### src/design/aoi_pkg.sv
// constants and types shared by the converter output interface
package aoi_pkg;
    // system clock and the internal conversion oscillator
    localparam int unsigned CLK_HZ     = 200_000_000;
    localparam int unsigned INT_OSC_HZ = 2_000_000;
    localparam int unsigned INT_DIV    = CLK_HZ / INT_OSC_HZ;
    localparam int unsigned DIV_W      = 7;
    localparam logic [DIV_W-1:0] DIV_LAST = DIV_W'(INT_DIV - 1);

    // result word and conversion length in conversion clock ticks
    localparam int unsigned RESULT_W   = 14;
    localparam int unsigned CNT_W      = 5;
    localparam logic [CNT_W-1:0] CONV_TICKS = 5'h10;
    localparam logic [CNT_W-1:0] FRAME_BITS = 5'h0E;
    localparam logic [CNT_W-1:0] CNT_ZERO   = 5'h00;
    localparam logic [CNT_W-1:0] CNT_ONE    = 5'h01;

    // format select codes (three-level pin after level detection)
    localparam logic [1:0] FMT_PARALLEL = 2'h0;
    localparam logic [1:0] FMT_GATED    = 2'h1;
    localparam logic [1:0] FMT_CONT     = 2'h2;

    // pin field positions and fill values
    localparam int unsigned SYNC_W      = 8;
    localparam int unsigned S_START     = 0;
    localparam int unsigned S_CS        = 1;
    localparam int unsigned S_RD        = 2;
    localparam int unsigned S_CLKPIN    = 3;
    localparam int unsigned S_INTOSC    = 4;
    localparam int unsigned S_FMT       = 5;
    localparam int unsigned S_HBS       = 7;
    localparam logic [SYNC_W-1:0] SYNC_RST = 8'h06;
    localparam logic [1:0] BYTE_PAD     = 2'h0;
    localparam logic [RESULT_W-1:0] RESULT_RST = 14'h0000;

    typedef enum logic [0:0] {
        CONV_IDLE = 1'b0,
        CONV_RUN  = 1'b1
    } aoi_conv_state_type;

    typedef enum logic [1:0] {
        SER_IDLE  = 2'b00,
        SER_WAIT  = 2'b01,
        SER_SHIFT = 2'b10
    } aoi_ser_state_type;
endpackage

### src/design/aoi_conv_if.sv
// signals between the top, the conversion engine and the serialiser
`timescale 1ns/10ps
interface aoi_conv_if;
    import aoi_pkg::*;
    logic                tick;
    logic                done;
    logic [RESULT_W-1:0] result;
    logic                frame;
    logic                sclk;
    logic                sbit;
    modport conv (input tick, output done, output result);
    modport ser  (input tick, input done, input result, output frame, output sclk, output sbit);
    modport top  (output tick, input done, input result, input frame, input sclk, input sbit);
endinterface

### src/design/aoi_conv_core.sv
// conversion engine: hold, count conversion ticks, publish result
`timescale 1ns/10ps
module aoi_conv_core
    import aoi_pkg::*;
(
    input  wire logic                clk,
    input  wire logic                rst,
    input  wire logic                start,
    input  wire logic [RESULT_W-1:0] sample_data,
    output logic                     busy,
    aoi_conv_if.conv                 cif
);
    aoi_conv_state_type  state_reg,  state_next;
    logic [CNT_W-1:0]    cnt_reg,    cnt_next;
    logic [RESULT_W-1:0] held_reg,   held_next;
    logic [RESULT_W-1:0] result_reg, result_next;
    logic                done_reg,   done_next;

    // a start while converting is ignored: the held sample must not move
    always_comb begin
        state_next  = state_reg;
        cnt_next    = cnt_reg;
        held_next   = held_reg;
        result_next = result_reg;
        done_next   = 1'b0;
        case (state_reg)
            CONV_IDLE: begin
                if (start) begin
                    held_next  = sample_data;
                    cnt_next   = CNT_ZERO;
                    state_next = CONV_RUN;
                end
            end
            CONV_RUN: begin
                if (cif.tick) begin
                    cnt_next = cnt_reg + CNT_ONE;
                    if (cnt_reg == CONV_TICKS - CNT_ONE) begin
                        result_next = held_reg;
                        done_next   = 1'b1;
                        state_next  = CONV_IDLE;
                    end
                end
            end
            default: state_next = CONV_IDLE;
        endcase
    end

    always_ff @(posedge clk or posedge rst) begin
        if (rst) begin
            state_reg  <= CONV_IDLE;
            cnt_reg    <= CNT_ZERO;
            held_reg   <= RESULT_RST;
            result_reg <= RESULT_RST;
            done_reg   <= 1'b0;
        end else begin
            state_reg  <= state_next;
            cnt_reg    <= cnt_next;
            held_reg   <= held_next;
            result_reg <= result_next;
            done_reg   <= done_next;
        end
    end

    assign busy       = (state_reg == CONV_RUN);
    assign cif.done   = done_reg;
    assign cif.result = result_reg;
endmodule

### src/design/aoi_serial_tx.sv
// serialiser: free shift clock and one framed word per result that arrives while idle
`timescale 1ns/10ps
module aoi_serial_tx
    import aoi_pkg::*;
(
    input  wire logic clk,
    input  wire logic rst,
    aoi_conv_if.ser   sif
);
    aoi_ser_state_type   state_reg, state_next;
    logic                sclk_reg,  sclk_next;
    logic                sbit_reg,  sbit_next;
    logic [RESULT_W-1:0] shift_reg, shift_next;
    logic [CNT_W-1:0]    cnt_reg,   cnt_next;

    // clock toggles on every tick; the top decides whether it reaches the pin
    always_comb begin
        state_next = state_reg;
        sclk_next  = sclk_reg;
        sbit_next  = sbit_reg;
        shift_next = shift_reg;
        cnt_next   = cnt_reg;
        if (sif.tick) begin
            sclk_next = ~sclk_reg;
        end
        case (state_reg)
            SER_IDLE: begin
                if (sif.done) begin
                    shift_next = sif.result;
                    state_next = SER_WAIT;
                end
            end
            SER_WAIT: begin
                // start on a rising edge so the first bit settles before a fall
                if (sif.tick && !sclk_reg) begin
                    sbit_next  = shift_reg[RESULT_W-1];
                    shift_next = {shift_reg[RESULT_W-2:0], 1'b0};
                    cnt_next   = CNT_ZERO;
                    state_next = SER_SHIFT;
                end
            end
            SER_SHIFT: begin
                if (sif.tick && sclk_reg) begin
                    cnt_next = cnt_reg + CNT_ONE; // bit sampled at this fall
                end else if (sif.tick && !sclk_reg) begin
                    if (cnt_reg == FRAME_BITS) begin
                        state_next = SER_IDLE;
                    end else begin
                        sbit_next  = shift_reg[RESULT_W-1];
                        shift_next = {shift_reg[RESULT_W-2:0], 1'b0};
                    end
                end
            end
            default: state_next = SER_IDLE;
        endcase
    end

    always_ff @(posedge clk or posedge rst) begin
        if (rst) begin
            state_reg <= SER_IDLE;
            sclk_reg  <= 1'b0;
            sbit_reg  <= 1'b0;
            shift_reg <= RESULT_RST;
            cnt_reg   <= CNT_ZERO;
        end else begin
            state_reg <= state_next;
            sclk_reg  <= sclk_next;
            sbit_reg  <= sbit_next;
            shift_reg <= shift_next;
            cnt_reg   <= cnt_next;
        end
    end

    assign sif.frame = (state_reg == SER_SHIFT);
    assign sif.sclk  = sclk_reg;
    assign sif.sbit  = sbit_reg;
endmodule

### src/design/aoi_top.sv
// output interface of a 14-bit sampling converter: start, status, result pins
`timescale 1ns/10ps
module aoi_top
    import aoi_pkg::*;
(
    input  wire logic                clk,
    input  wire logic                rst,
    input  wire logic                convert_start,
    input  wire logic                cs_n,
    input  wire logic                rd_n,
    input  wire logic                conv_clk_pin,
    input  wire logic                conv_clk_internal,
    input  wire logic [1:0]          format_sel,
    input  wire logic [RESULT_W-1:0] sample_data,
    input  wire logic                msb_or_byte_select_in,
    output logic                     busy_n,
    output logic                     msb_or_byte_select_out,
    output logic                     msb_or_byte_select_oe_n,
    output logic                     db12_or_frame_out,
    output logic                     db12_or_frame_oe_n,
    output logic                     db11_or_sclk_out,
    output logic                     db11_or_sclk_oe_n,
    output logic                     db10_or_serial_out_out,
    output logic                     db10_or_serial_out_oe_n,
    output logic [9:0]               data_low_out,
    output logic [1:0]               data_top_oe_n,
    output logic [7:0]               data_byte_oe_n
);
    aoi_conv_if cif ();

    // two-stage synchronisers for every pin input
    logic [SYNC_W-1:0] sync1_reg, sync1_next;
    logic [SYNC_W-1:0] sync2_reg, sync2_next;
    logic [SYNC_W-1:0] prev_reg,  prev_next;

    // conversion clock enable
    logic [DIV_W-1:0]  div_reg,   div_next;
    logic              tick_reg,  tick_next;

    // start detection
    logic              start_reg, start_next;
    logic              busy;

    // pin output flops
    logic              busy_n_reg,   busy_n_next;
    logic              p13_reg,      p13_next;
    logic              p13_oe_n_reg, p13_oe_n_next;
    logic              p12_reg,      p12_next;
    logic              p12_oe_n_reg, p12_oe_n_next;
    logic              p11_reg,      p11_next;
    logic              p11_oe_n_reg, p11_oe_n_next;
    logic              p10_reg,      p10_next;
    logic              p10_oe_n_reg, p10_oe_n_next;
    logic [9:0]        low_reg,      low_next;
    logic [1:0]        top_oe_n_reg, top_oe_n_next;
    logic [7:0]        byte_oe_n_reg, byte_oe_n_next;

    // synchronised views, all taken from the second stage
    logic              conv_s;
    logic              cs_s;
    logic              rd_s;
    logic              clkpin_s;
    logic              intosc_s;
    logic [1:0]        fmt_s;
    logic              hbs_s;
    logic              parallel;
    logic              gated;
    logic              read_en;

    assign conv_s   = sync2_reg[S_START];
    assign cs_s     = sync2_reg[S_CS];
    assign rd_s     = sync2_reg[S_RD];
    assign clkpin_s = sync2_reg[S_CLKPIN];
    assign intosc_s = sync2_reg[S_INTOSC];
    assign fmt_s    = sync2_reg[S_FMT +: 2];
    assign hbs_s    = sync2_reg[S_HBS];

    // code 3 is not a legal pin level; treat it as gated so the clock pin is driven only inside a frame
    assign parallel = (fmt_s == FMT_PARALLEL);
    assign gated    = (fmt_s != FMT_CONT);
    assign read_en  = !cs_s && !rd_s;

    // synchroniser chain: the first stage feeds only the second
    always_comb begin
        sync1_next = {msb_or_byte_select_in, format_sel, conv_clk_internal,
                      conv_clk_pin, rd_n, cs_n, convert_start};
        sync2_next = sync1_reg;
        prev_next  = sync2_reg;
    end

    always_ff @(posedge clk or posedge rst) begin
        if (rst) begin
            sync1_reg <= SYNC_RST;
            sync2_reg <= SYNC_RST;
            prev_reg  <= SYNC_RST;
        end else begin
            sync1_reg <= sync1_next;
            sync2_reg <= sync2_next;
            prev_reg  <= prev_next;
        end
    end

    // conversion clock: divider for the internal oscillator, edge of the pin
    // otherwise; the external rate must stay well under a quarter of clk
    always_comb begin
        div_next  = div_reg;
        tick_next = 1'b0;
        if (intosc_s) begin
            if (div_reg == DIV_LAST) begin
                div_next  = '0;
                tick_next = 1'b1;
            end else begin
                div_next = div_reg + DIV_W'(1);
            end
        end else begin
            div_next  = '0;
            tick_next = clkpin_s && !prev_reg[S_CLKPIN];
        end
    end

    always_ff @(posedge clk or posedge rst) begin
        if (rst) begin
            div_reg  <= '0;
            tick_reg <= 1'b0;
        end else begin
            div_reg  <= div_next;
            tick_reg <= tick_next;
        end
    end

    assign cif.tick = tick_reg;

    // start: rising convert_start, or select falling while convert_start low
    always_comb begin
        start_next = 1'b0;
        if (conv_s && !prev_reg[S_START]) begin
            start_next = 1'b1;
        end else if (!conv_s && !prev_reg[S_START] && !cs_s && prev_reg[S_CS]) begin
            start_next = 1'b1;
        end
    end

    always_ff @(posedge clk or posedge rst) begin
        if (rst) begin
            start_reg <= 1'b0;
        end else begin
            start_reg <= start_next;
        end
    end

    aoi_conv_core u_core (
        .clk         (clk),
        .rst         (rst),
        .start       (start_reg),
        .sample_data (sample_data),
        .busy        (busy),
        .cif         (cif.conv)
    );

    aoi_serial_tx u_ser (
        .clk (clk),
        .rst (rst),
        .sif (cif.ser)
    );

    // pin multiplexing; every pin value and enable is registered
    always_comb begin
        busy_n_next    = !busy;
        p13_next       = 1'b0;
        p13_oe_n_next  = 1'b1;
        p12_next       = 1'b0;
        p12_oe_n_next  = 1'b1;
        p11_next       = 1'b0;
        p11_oe_n_next  = 1'b1;
        p10_next       = 1'b0;
        p10_oe_n_next  = 1'b1;
        low_next       = 10'h000;
        top_oe_n_next  = 2'h3;
        byte_oe_n_next = 8'hFF;
        if (parallel) begin
            p13_next       = cif.result[13];
            p12_next       = cif.result[12];
            p11_next       = cif.result[11];
            p10_next       = cif.result[10];
            low_next       = cif.result[9:0];
            p13_oe_n_next  = !read_en;
            p12_oe_n_next  = !read_en;
            p11_oe_n_next  = !read_en;
            p10_oe_n_next  = !read_en;
            top_oe_n_next  = {2{!read_en}};
            byte_oe_n_next = {8{!read_en}};
        end else begin
            // the shared pin is an input here, so it is never driven
            if (hbs_s) begin
                low_next[7:0] = {BYTE_PAD, cif.result[13:8]};
            end else begin
                low_next[7:0] = cif.result[7:0];
            end
            byte_oe_n_next = {8{!read_en}};
            p12_next       = 1'b0;
            p12_oe_n_next  = !cif.frame;
            p11_next       = cif.sclk;
            p11_oe_n_next  = gated ? !cif.frame : 1'b0;
            p10_next       = cif.sbit;
            p10_oe_n_next  = !cif.frame;
        end
    end

    always_ff @(posedge clk or posedge rst) begin
        if (rst) begin
            busy_n_reg    <= 1'b1;
            p13_reg       <= 1'b0;
            p13_oe_n_reg  <= 1'b1;
            p12_reg       <= 1'b0;
            p12_oe_n_reg  <= 1'b1;
            p11_reg       <= 1'b0;
            p11_oe_n_reg  <= 1'b1;
            p10_reg       <= 1'b0;
            p10_oe_n_reg  <= 1'b1;
            low_reg       <= 10'h000;
            top_oe_n_reg  <= 2'h3;
            byte_oe_n_reg <= 8'hFF;
        end else begin
            busy_n_reg    <= busy_n_next;
            p13_reg       <= p13_next;
            p13_oe_n_reg  <= p13_oe_n_next;
            p12_reg       <= p12_next;
            p12_oe_n_reg  <= p12_oe_n_next;
            p11_reg       <= p11_next;
            p11_oe_n_reg  <= p11_oe_n_next;
            p10_reg       <= p10_next;
            p10_oe_n_reg  <= p10_oe_n_next;
            low_reg       <= low_next;
            top_oe_n_reg  <= top_oe_n_next;
            byte_oe_n_reg <= byte_oe_n_next;
        end
    end

    // ports straight from flops
    assign busy_n                  = busy_n_reg;
    assign msb_or_byte_select_out  = p13_reg;
    assign msb_or_byte_select_oe_n = p13_oe_n_reg;
    assign db12_or_frame_out       = p12_reg;
    assign db12_or_frame_oe_n      = p12_oe_n_reg;
    assign db11_or_sclk_out        = p11_reg;
    assign db11_or_sclk_oe_n       = p11_oe_n_reg;
    assign db10_or_serial_out_out  = p10_reg;
    assign db10_or_serial_out_oe_n = p10_oe_n_reg;
    assign data_low_out            = low_reg;
    assign data_top_oe_n           = top_oe_n_reg;
    assign data_byte_oe_n          = byte_oe_n_reg;
endmodule

### config.mk
export PLATFORM = sky130hd
export DESIGN_NAME = aoi_top
export DESIGN_NICKNAME = d
export VERILOG_FILES = /design/src/design/aoi_pkg.sv /design/src/design/aoi_conv_if.sv /design/src/design/aoi_conv_core.sv /design/src/design/aoi_serial_tx.sv /design/src/design/aoi_top.sv
export SDC_FILE = /design/constraint.sdc
export NUM_CORES = 1
export LEC_CHECK = 0
export BUFFER_PORTS_ARGS = -buffer_cell sky130_fd_sc_hd__buf_2
export CAP_MARGIN = 20
export CORE_MARGIN = 1.5
export CORE_UTILIZATION = 52
export DETAILED_ROUTE_END_ITERATION = 16
export PLACE_DENSITY = 0.75
export REMOVE_ABC_BUFFERS = 1
export SETUP_SLACK_MARGIN = 0.5
export SKIP_CTS_REPAIR_TIMING = 1
export SYNTH_ARGS = -nofsm -noshare
export SYNTH_HDL_FRONTEND = slang
export SYNTH_HIERARCHICAL = 1
export SYNTH_SLANG_ARGS = --single-unit
export TNS_END_PERCENT = 30
### constraint.sdc
create_clock -name clk -period 1.7 [get_ports clk]
set_input_delay 0 -clock clk [delete_from_list [all_inputs] [get_ports clk]]
set_output_delay 0 -clock clk [all_outputs]
set_load 0.02 [all_outputs]
Word level (Yosys, flattened, before mapping)
Index checks and enable logic that the tools add are counted.
{ "word_totals": {"register_bits": 108, "in_bits": 24} }
{ "classes": {"add_sub_neg": 3, "eq_ne": 15, "n_mux": 48, "bitwise_logic": 2, "n_reduce_logical": 28} }
{ "ops": {"columns": ["cell", "n"], "rows": [
  ["$mux W14", 5],
  ["$pmux W14 S3", 1],
  ["$mux W1", 22],
  ["$mux W5", 4],
  ["$pmux W5 S2", 2],
  ["$mux W8", 2],
  ["$mux W2", 7],
  ["$mux W7", 2],
  ["$ne A2 B2 Y1 const B", 6],
  ["$add A5 B1 Y5 const B", 2],
  ["$eq A5 B4 Y1 const B", 2],
  ["$reduce_and A5 Y1", 2],
  ["$logic_not A1 Y1", 9],
  ["$logic_and A1 B1 Y1", 8],
  ["$ne A2 B1 Y1 const B", 4],
  ["$add A7 B1 Y7 const B", 1],
  ["$eq A7 B7 Y1 const B", 1],
  ["$pmux W2 S3", 1],
  ["$reduce_and A3 Y1", 2],
  ["$reduce_and A6 Y1", 1],
  ["$logic_not A2 Y1", 2],
  ["$pmux W1 S2", 2],
  ["$reduce_and A2 Y1", 2],
  ["$reduce_bool A3 Y1", 1],
  ["4 further kinds", 5]
]} }

Logic depth before layout (Yosys ltp)
{ "depth": {"ltp_word": 6, "ltp_mapped": 7} }

By module
Netlist, hierarchy kept.
{ "by_module_without_submodules": {"columns": ["mod", "instances", "cells_per_inst", "area_per_inst_um2", "seq_area_each_um2"], "rows": [
  ["aoi_top", 1, 109, 1609.0, 1188.6],
  ["aoi_conv_core", 1, 95, 1461.4, 875.8],
  ["aoi_serial_tx", 1, 99, 1286.2, 575.6]
]} }

Least setup slack after synthesis
No wires, ideal clock.
{ "synth_timing": {"path_kind": "flip-flop to flip-flop", "from": "register u_ser.state_reg[0]", "to": "register u_ser.shift_reg[0]", "setup_ps": 125, "arrival_ps": 1768, "required_time_ps": 1575, "slack_ps": -193, "path_stages_with_launch": 8, "period_less_slack_ps": 1893, "cell_sequence": "dfrtp_1 -> inv_1 -> ha_1 -> or2_1 -> o2bb2ai_2 -> nor3_4 -> buf_12 -> mux2_4"} }
{ "synth_between": {"elab_chain_cells": 3} }
{ "synth_rtl": {"columns": ["item", "line", "source"], "rows": [
  ["start, declared", "aoi_serial_tx.sv:10", "aoi_ser_state_type state_reg, state_next;"],
  ["start signal, assigned", "aoi_serial_tx.sv:66", "state_reg <= state_next;"],
  ["$eq A2 B2 Y1 (*)", null, null],
  ["via cif.frame", "aoi_conv_if.sv:8", "logic frame;"],
  ["$ne A2 B2 Y1 (no source line) (tied with other cells)", null, null],
  ["$reduce_and A6 Y1 (no source line)", null, null],
  ["end signal, assigned", "aoi_serial_tx.sv:69", "shift_reg <= shift_next;"],
  ["end, declared", "aoi_serial_tx.sv:13", "logic [RESULT_W-1:0] shift_reg, shift_next;"]
]} }
The timed path passes the listed nets; every way through them passes the cells marked *.
A chain may end at the register's enable or synchronous reset.

Worst setup path in the final report
{ "layout_timing": {"from": "register u_ser.state_reg[0]", "to": "register u_ser.shift_reg[12]"} }
The elaborated chain is that of the path after synthesis.

==> impl_metrics.json <==
{
  "vias": 2634,
  "cp.required_ps": 1950,
  "nNetsFinal": 438,
  "synthTopCellsByArea": "dfrtp_1 (55%), mux2_2 (11%), mux2_4 (7.2%)",
  "route.met2.wl_um": 4810,
  "drc": 0,
  "max_slew_margin_pct": 58.8,
  "die-width_um": 94.5,
  "drt-vias-per-instance": 5.12,
  "finalPower_uw": 6140,
  "met3_length_um": 258,
  "synth_edf_count": 0,
  "status": "complete, but fails checks",
  "cp_slowest_stage_delay_ps": 410,
  "port_buffers": 52,
  "dieHeight_um": 94.5,
  "placed_cell_area_um2": 4810,
  "design_area_um2": 5550,
  "synth_top_cell_by_area": "dfrtp_1",
  "syn_area_per_cell_um2": 14.4,
  "dp.cells": 468,
  "htreeDepth": 3,
  "drt_iter0_drc": 77,
  "slew_viol_final": 0,
  "seq_area_frac_synth_pct": 60.6,
  "pin_count": 53,
  "synthCells": 303,
  "worstPathCellList": "inv_2 -> ha_2 -> or2_1 -> o2bb2ai_2 -> nor3_4 -> buf_6 -> mux2_4",
  "hold_class": "in2async",
  "multiInputGateArea_um2": 1660,
  "ys_top_cells_by_count": "dfrtp_1 (95), mux2_2 (44), mux2_4 (21)",
  "antenna_found_initial": 0,
  "slowest_stage": "dfrtp_1",
  "ys.flop_type": "dfrtp_1",
  "clkLatencyLatePin_ps": 370,
  "drtPass1Iterations": 4,
  "clk_path_buf_depth": 2,
  "setup_viol": 15,
  "yosysMostFrequentCell": "dfrtp_1",
  "crit_path_end_kind": "register",
  "ys_types": 45,
  "clock-sinks": 105,
  "syn-cell-area_um2": 4360,
  "yosys.area.top_type_share_pct": 54.6,
  "max_freq_ghz": 0.554,
  "num_rows": 33,
  "powerDensity_nw_per_um2": 1110,
  "grt_pass1_vias": 2566,
  "area_growth_pct": 27.5,
  "root_buffer": "clkbuf_8",
  "cts_buffers": 9,
  "layout_setup_ws_ps": -105,
  "min_period_ps": 1800,
  "start_kind": "register",
  "violations": "setup timing",
  "fill_cells": 558,
  "maxUsedRoutingLayer": "met4",
  "grt_max_degree": 48,
  "p_leak_uw": 0.00272,
  "clkTransAtPathRegs_ps": 110,
  "track_usage_pct": 19.4,
  "hold_violations": 0,
  "place_congestion": 0.806,
  "die-area_um2": 8940,
  "wl_per_cell_um": 17.4,
  "wirelength_um": 8940,
  "final_min_period_over_clock_period_pct": 106,
  "drive_gt1_share_pct": 49.6,
  "seqCellArea_um2": 2640,
  "final_cells": 514,
  "initial_core_util_pct": 53.3,
  "postRouteAntennaNets": 0,
  "overflow": 0,
  "cap_violations": 0,
  "grt_pass1_wl_um": 12900,
  "vdd_drop_max_uv": 985,
  "yosysWarnings": 6,
  "cts_tree": "built",
  "post-dp-hpwl_um": 5290,
  "m1WireLength_um": 3730,
  "fin_skew_ps": 12.0,
  "tns_ps": -1190,
  "cp_max_fo": 8,
  "diodes": 0,
  "core_area_um2": 8180,
  "rsz0062_at_grt": "yes",
  "criticalPathCategory": "reg2reg",
  "cp.arrival_ps": 2050,
  "worstMarginPinSlew_ps": 618,
  "synth.ff_latch_count": 105,
  "async_reset_ff_share_pct": 100
}
==> cells by family after synthesis <==
family | after synthesis | share of synthesized area [%]
AO/OA/AOI/OAI | 26 | 4.02
XOR/XNOR | 7 | 1.41
adder cells (fa/ha/maj) | 10 | 2.87
buffers and inverters | 33 | 4.88
flip-flops | 105 | 60.6
multiplexers | 67 | 19.1
AND/OR/NAND/NOR | 55 | 7.15
==> metal layers <==
layer / vias to the layer above / track usage [%]
li1: 1229 / -
met1: 1352 / 24.6
met2: 41 / 32.9
met3: 12 / 5.72
met4: 0 / 4.85
met5: - / 0
==> path summary, 6_finish.rpt <==
check | startpoint | end | slack (ps) | depth (start not counted)
max in group asynchronous | rst | prev_next[6]$_DFF_PP0_ | 910 | 4
setup / recovery | u_ser/state_reg[0]$_DFFE_PP0P_ | u_ser/shift_reg[12]$_DFFE_PP0P_ | -100 | 7
hold reg to reg | sync1_reg[6]$_DFF_PP0_ | prev_next[6]$_DFF_PP0_ | 360 | 0
hold / removal | rst | u_ser/shift_reg[13]$_DFFE_PP0P_ | 240 | 4
setup reg to reg | u_ser/state_reg[0]$_DFFE_PP0P_ | u_ser/shift_reg[12]$_DFFE_PP0P_ | -100 | 7
min in group clk | cs_n | sync1_reg[1]$_DFF_PP1_ | 260 | 2
==> layout make-up <==
class / count / share of cell area [%]
tap: 105 / 2.37
clock inverter: 7 / 1.73
sequential: 105 / 47.6
inverter: 16 / 1.31
multi-input combinational: 165 / 30.0
timing repair buffer: 107 / 14.8
clock buffer: 9 / 2.23
==> power by group <==
part	switching [µW]	leakage, µW	internal [µW]	total [µW]
Sequential	130	0.00135	2700	2830
Combinational	791	0.00126	879	1670
Clock	919	0.000106	721	1640
==> critical path, delay by kind of cell, from the launching register on <==
kind,cells,cell delay (ps)
flip-flops,1,410
buffers and inverters,2,250
multiplexers,1,310
AO/OA/AOI/OAI,1,150
AND/OR/NAND/NOR,2,400
adder cells (fa/ha/maj),1,180
==> cells in the final DEF (no fill, tap or decap), types with 4 or more instances in the layout <==
cell type,n
mux2_4,39
buf_2,44
ha_2,4
and2_1,7
dfstp_2,10
nand3_1,5
mux2_2,26
nand2_1,10
buf_6,7
dfrtp_1,92
o21ai_0,5
xor2_1,6
dlygate4sd3_1,23
clkbuf_8,9
ha_1,5
inv_1,12
nor2_1,15
buf_4,29
a21oi_1,5
==> per-stage QoR <==
step	util (%)	hold slack, ps	setup slack [ps]
6_report	67.9	237	-105
3_5_place_dp	58.8	92.2	-153
3_3_place_gp	58.8	81.1	-62.1
2_1_floorplan	-	1.92	-413
4_1_cts	61.5	-320	-171
5_1_grt	67.9	238	-210
Power figures use the tool's default switching activity.
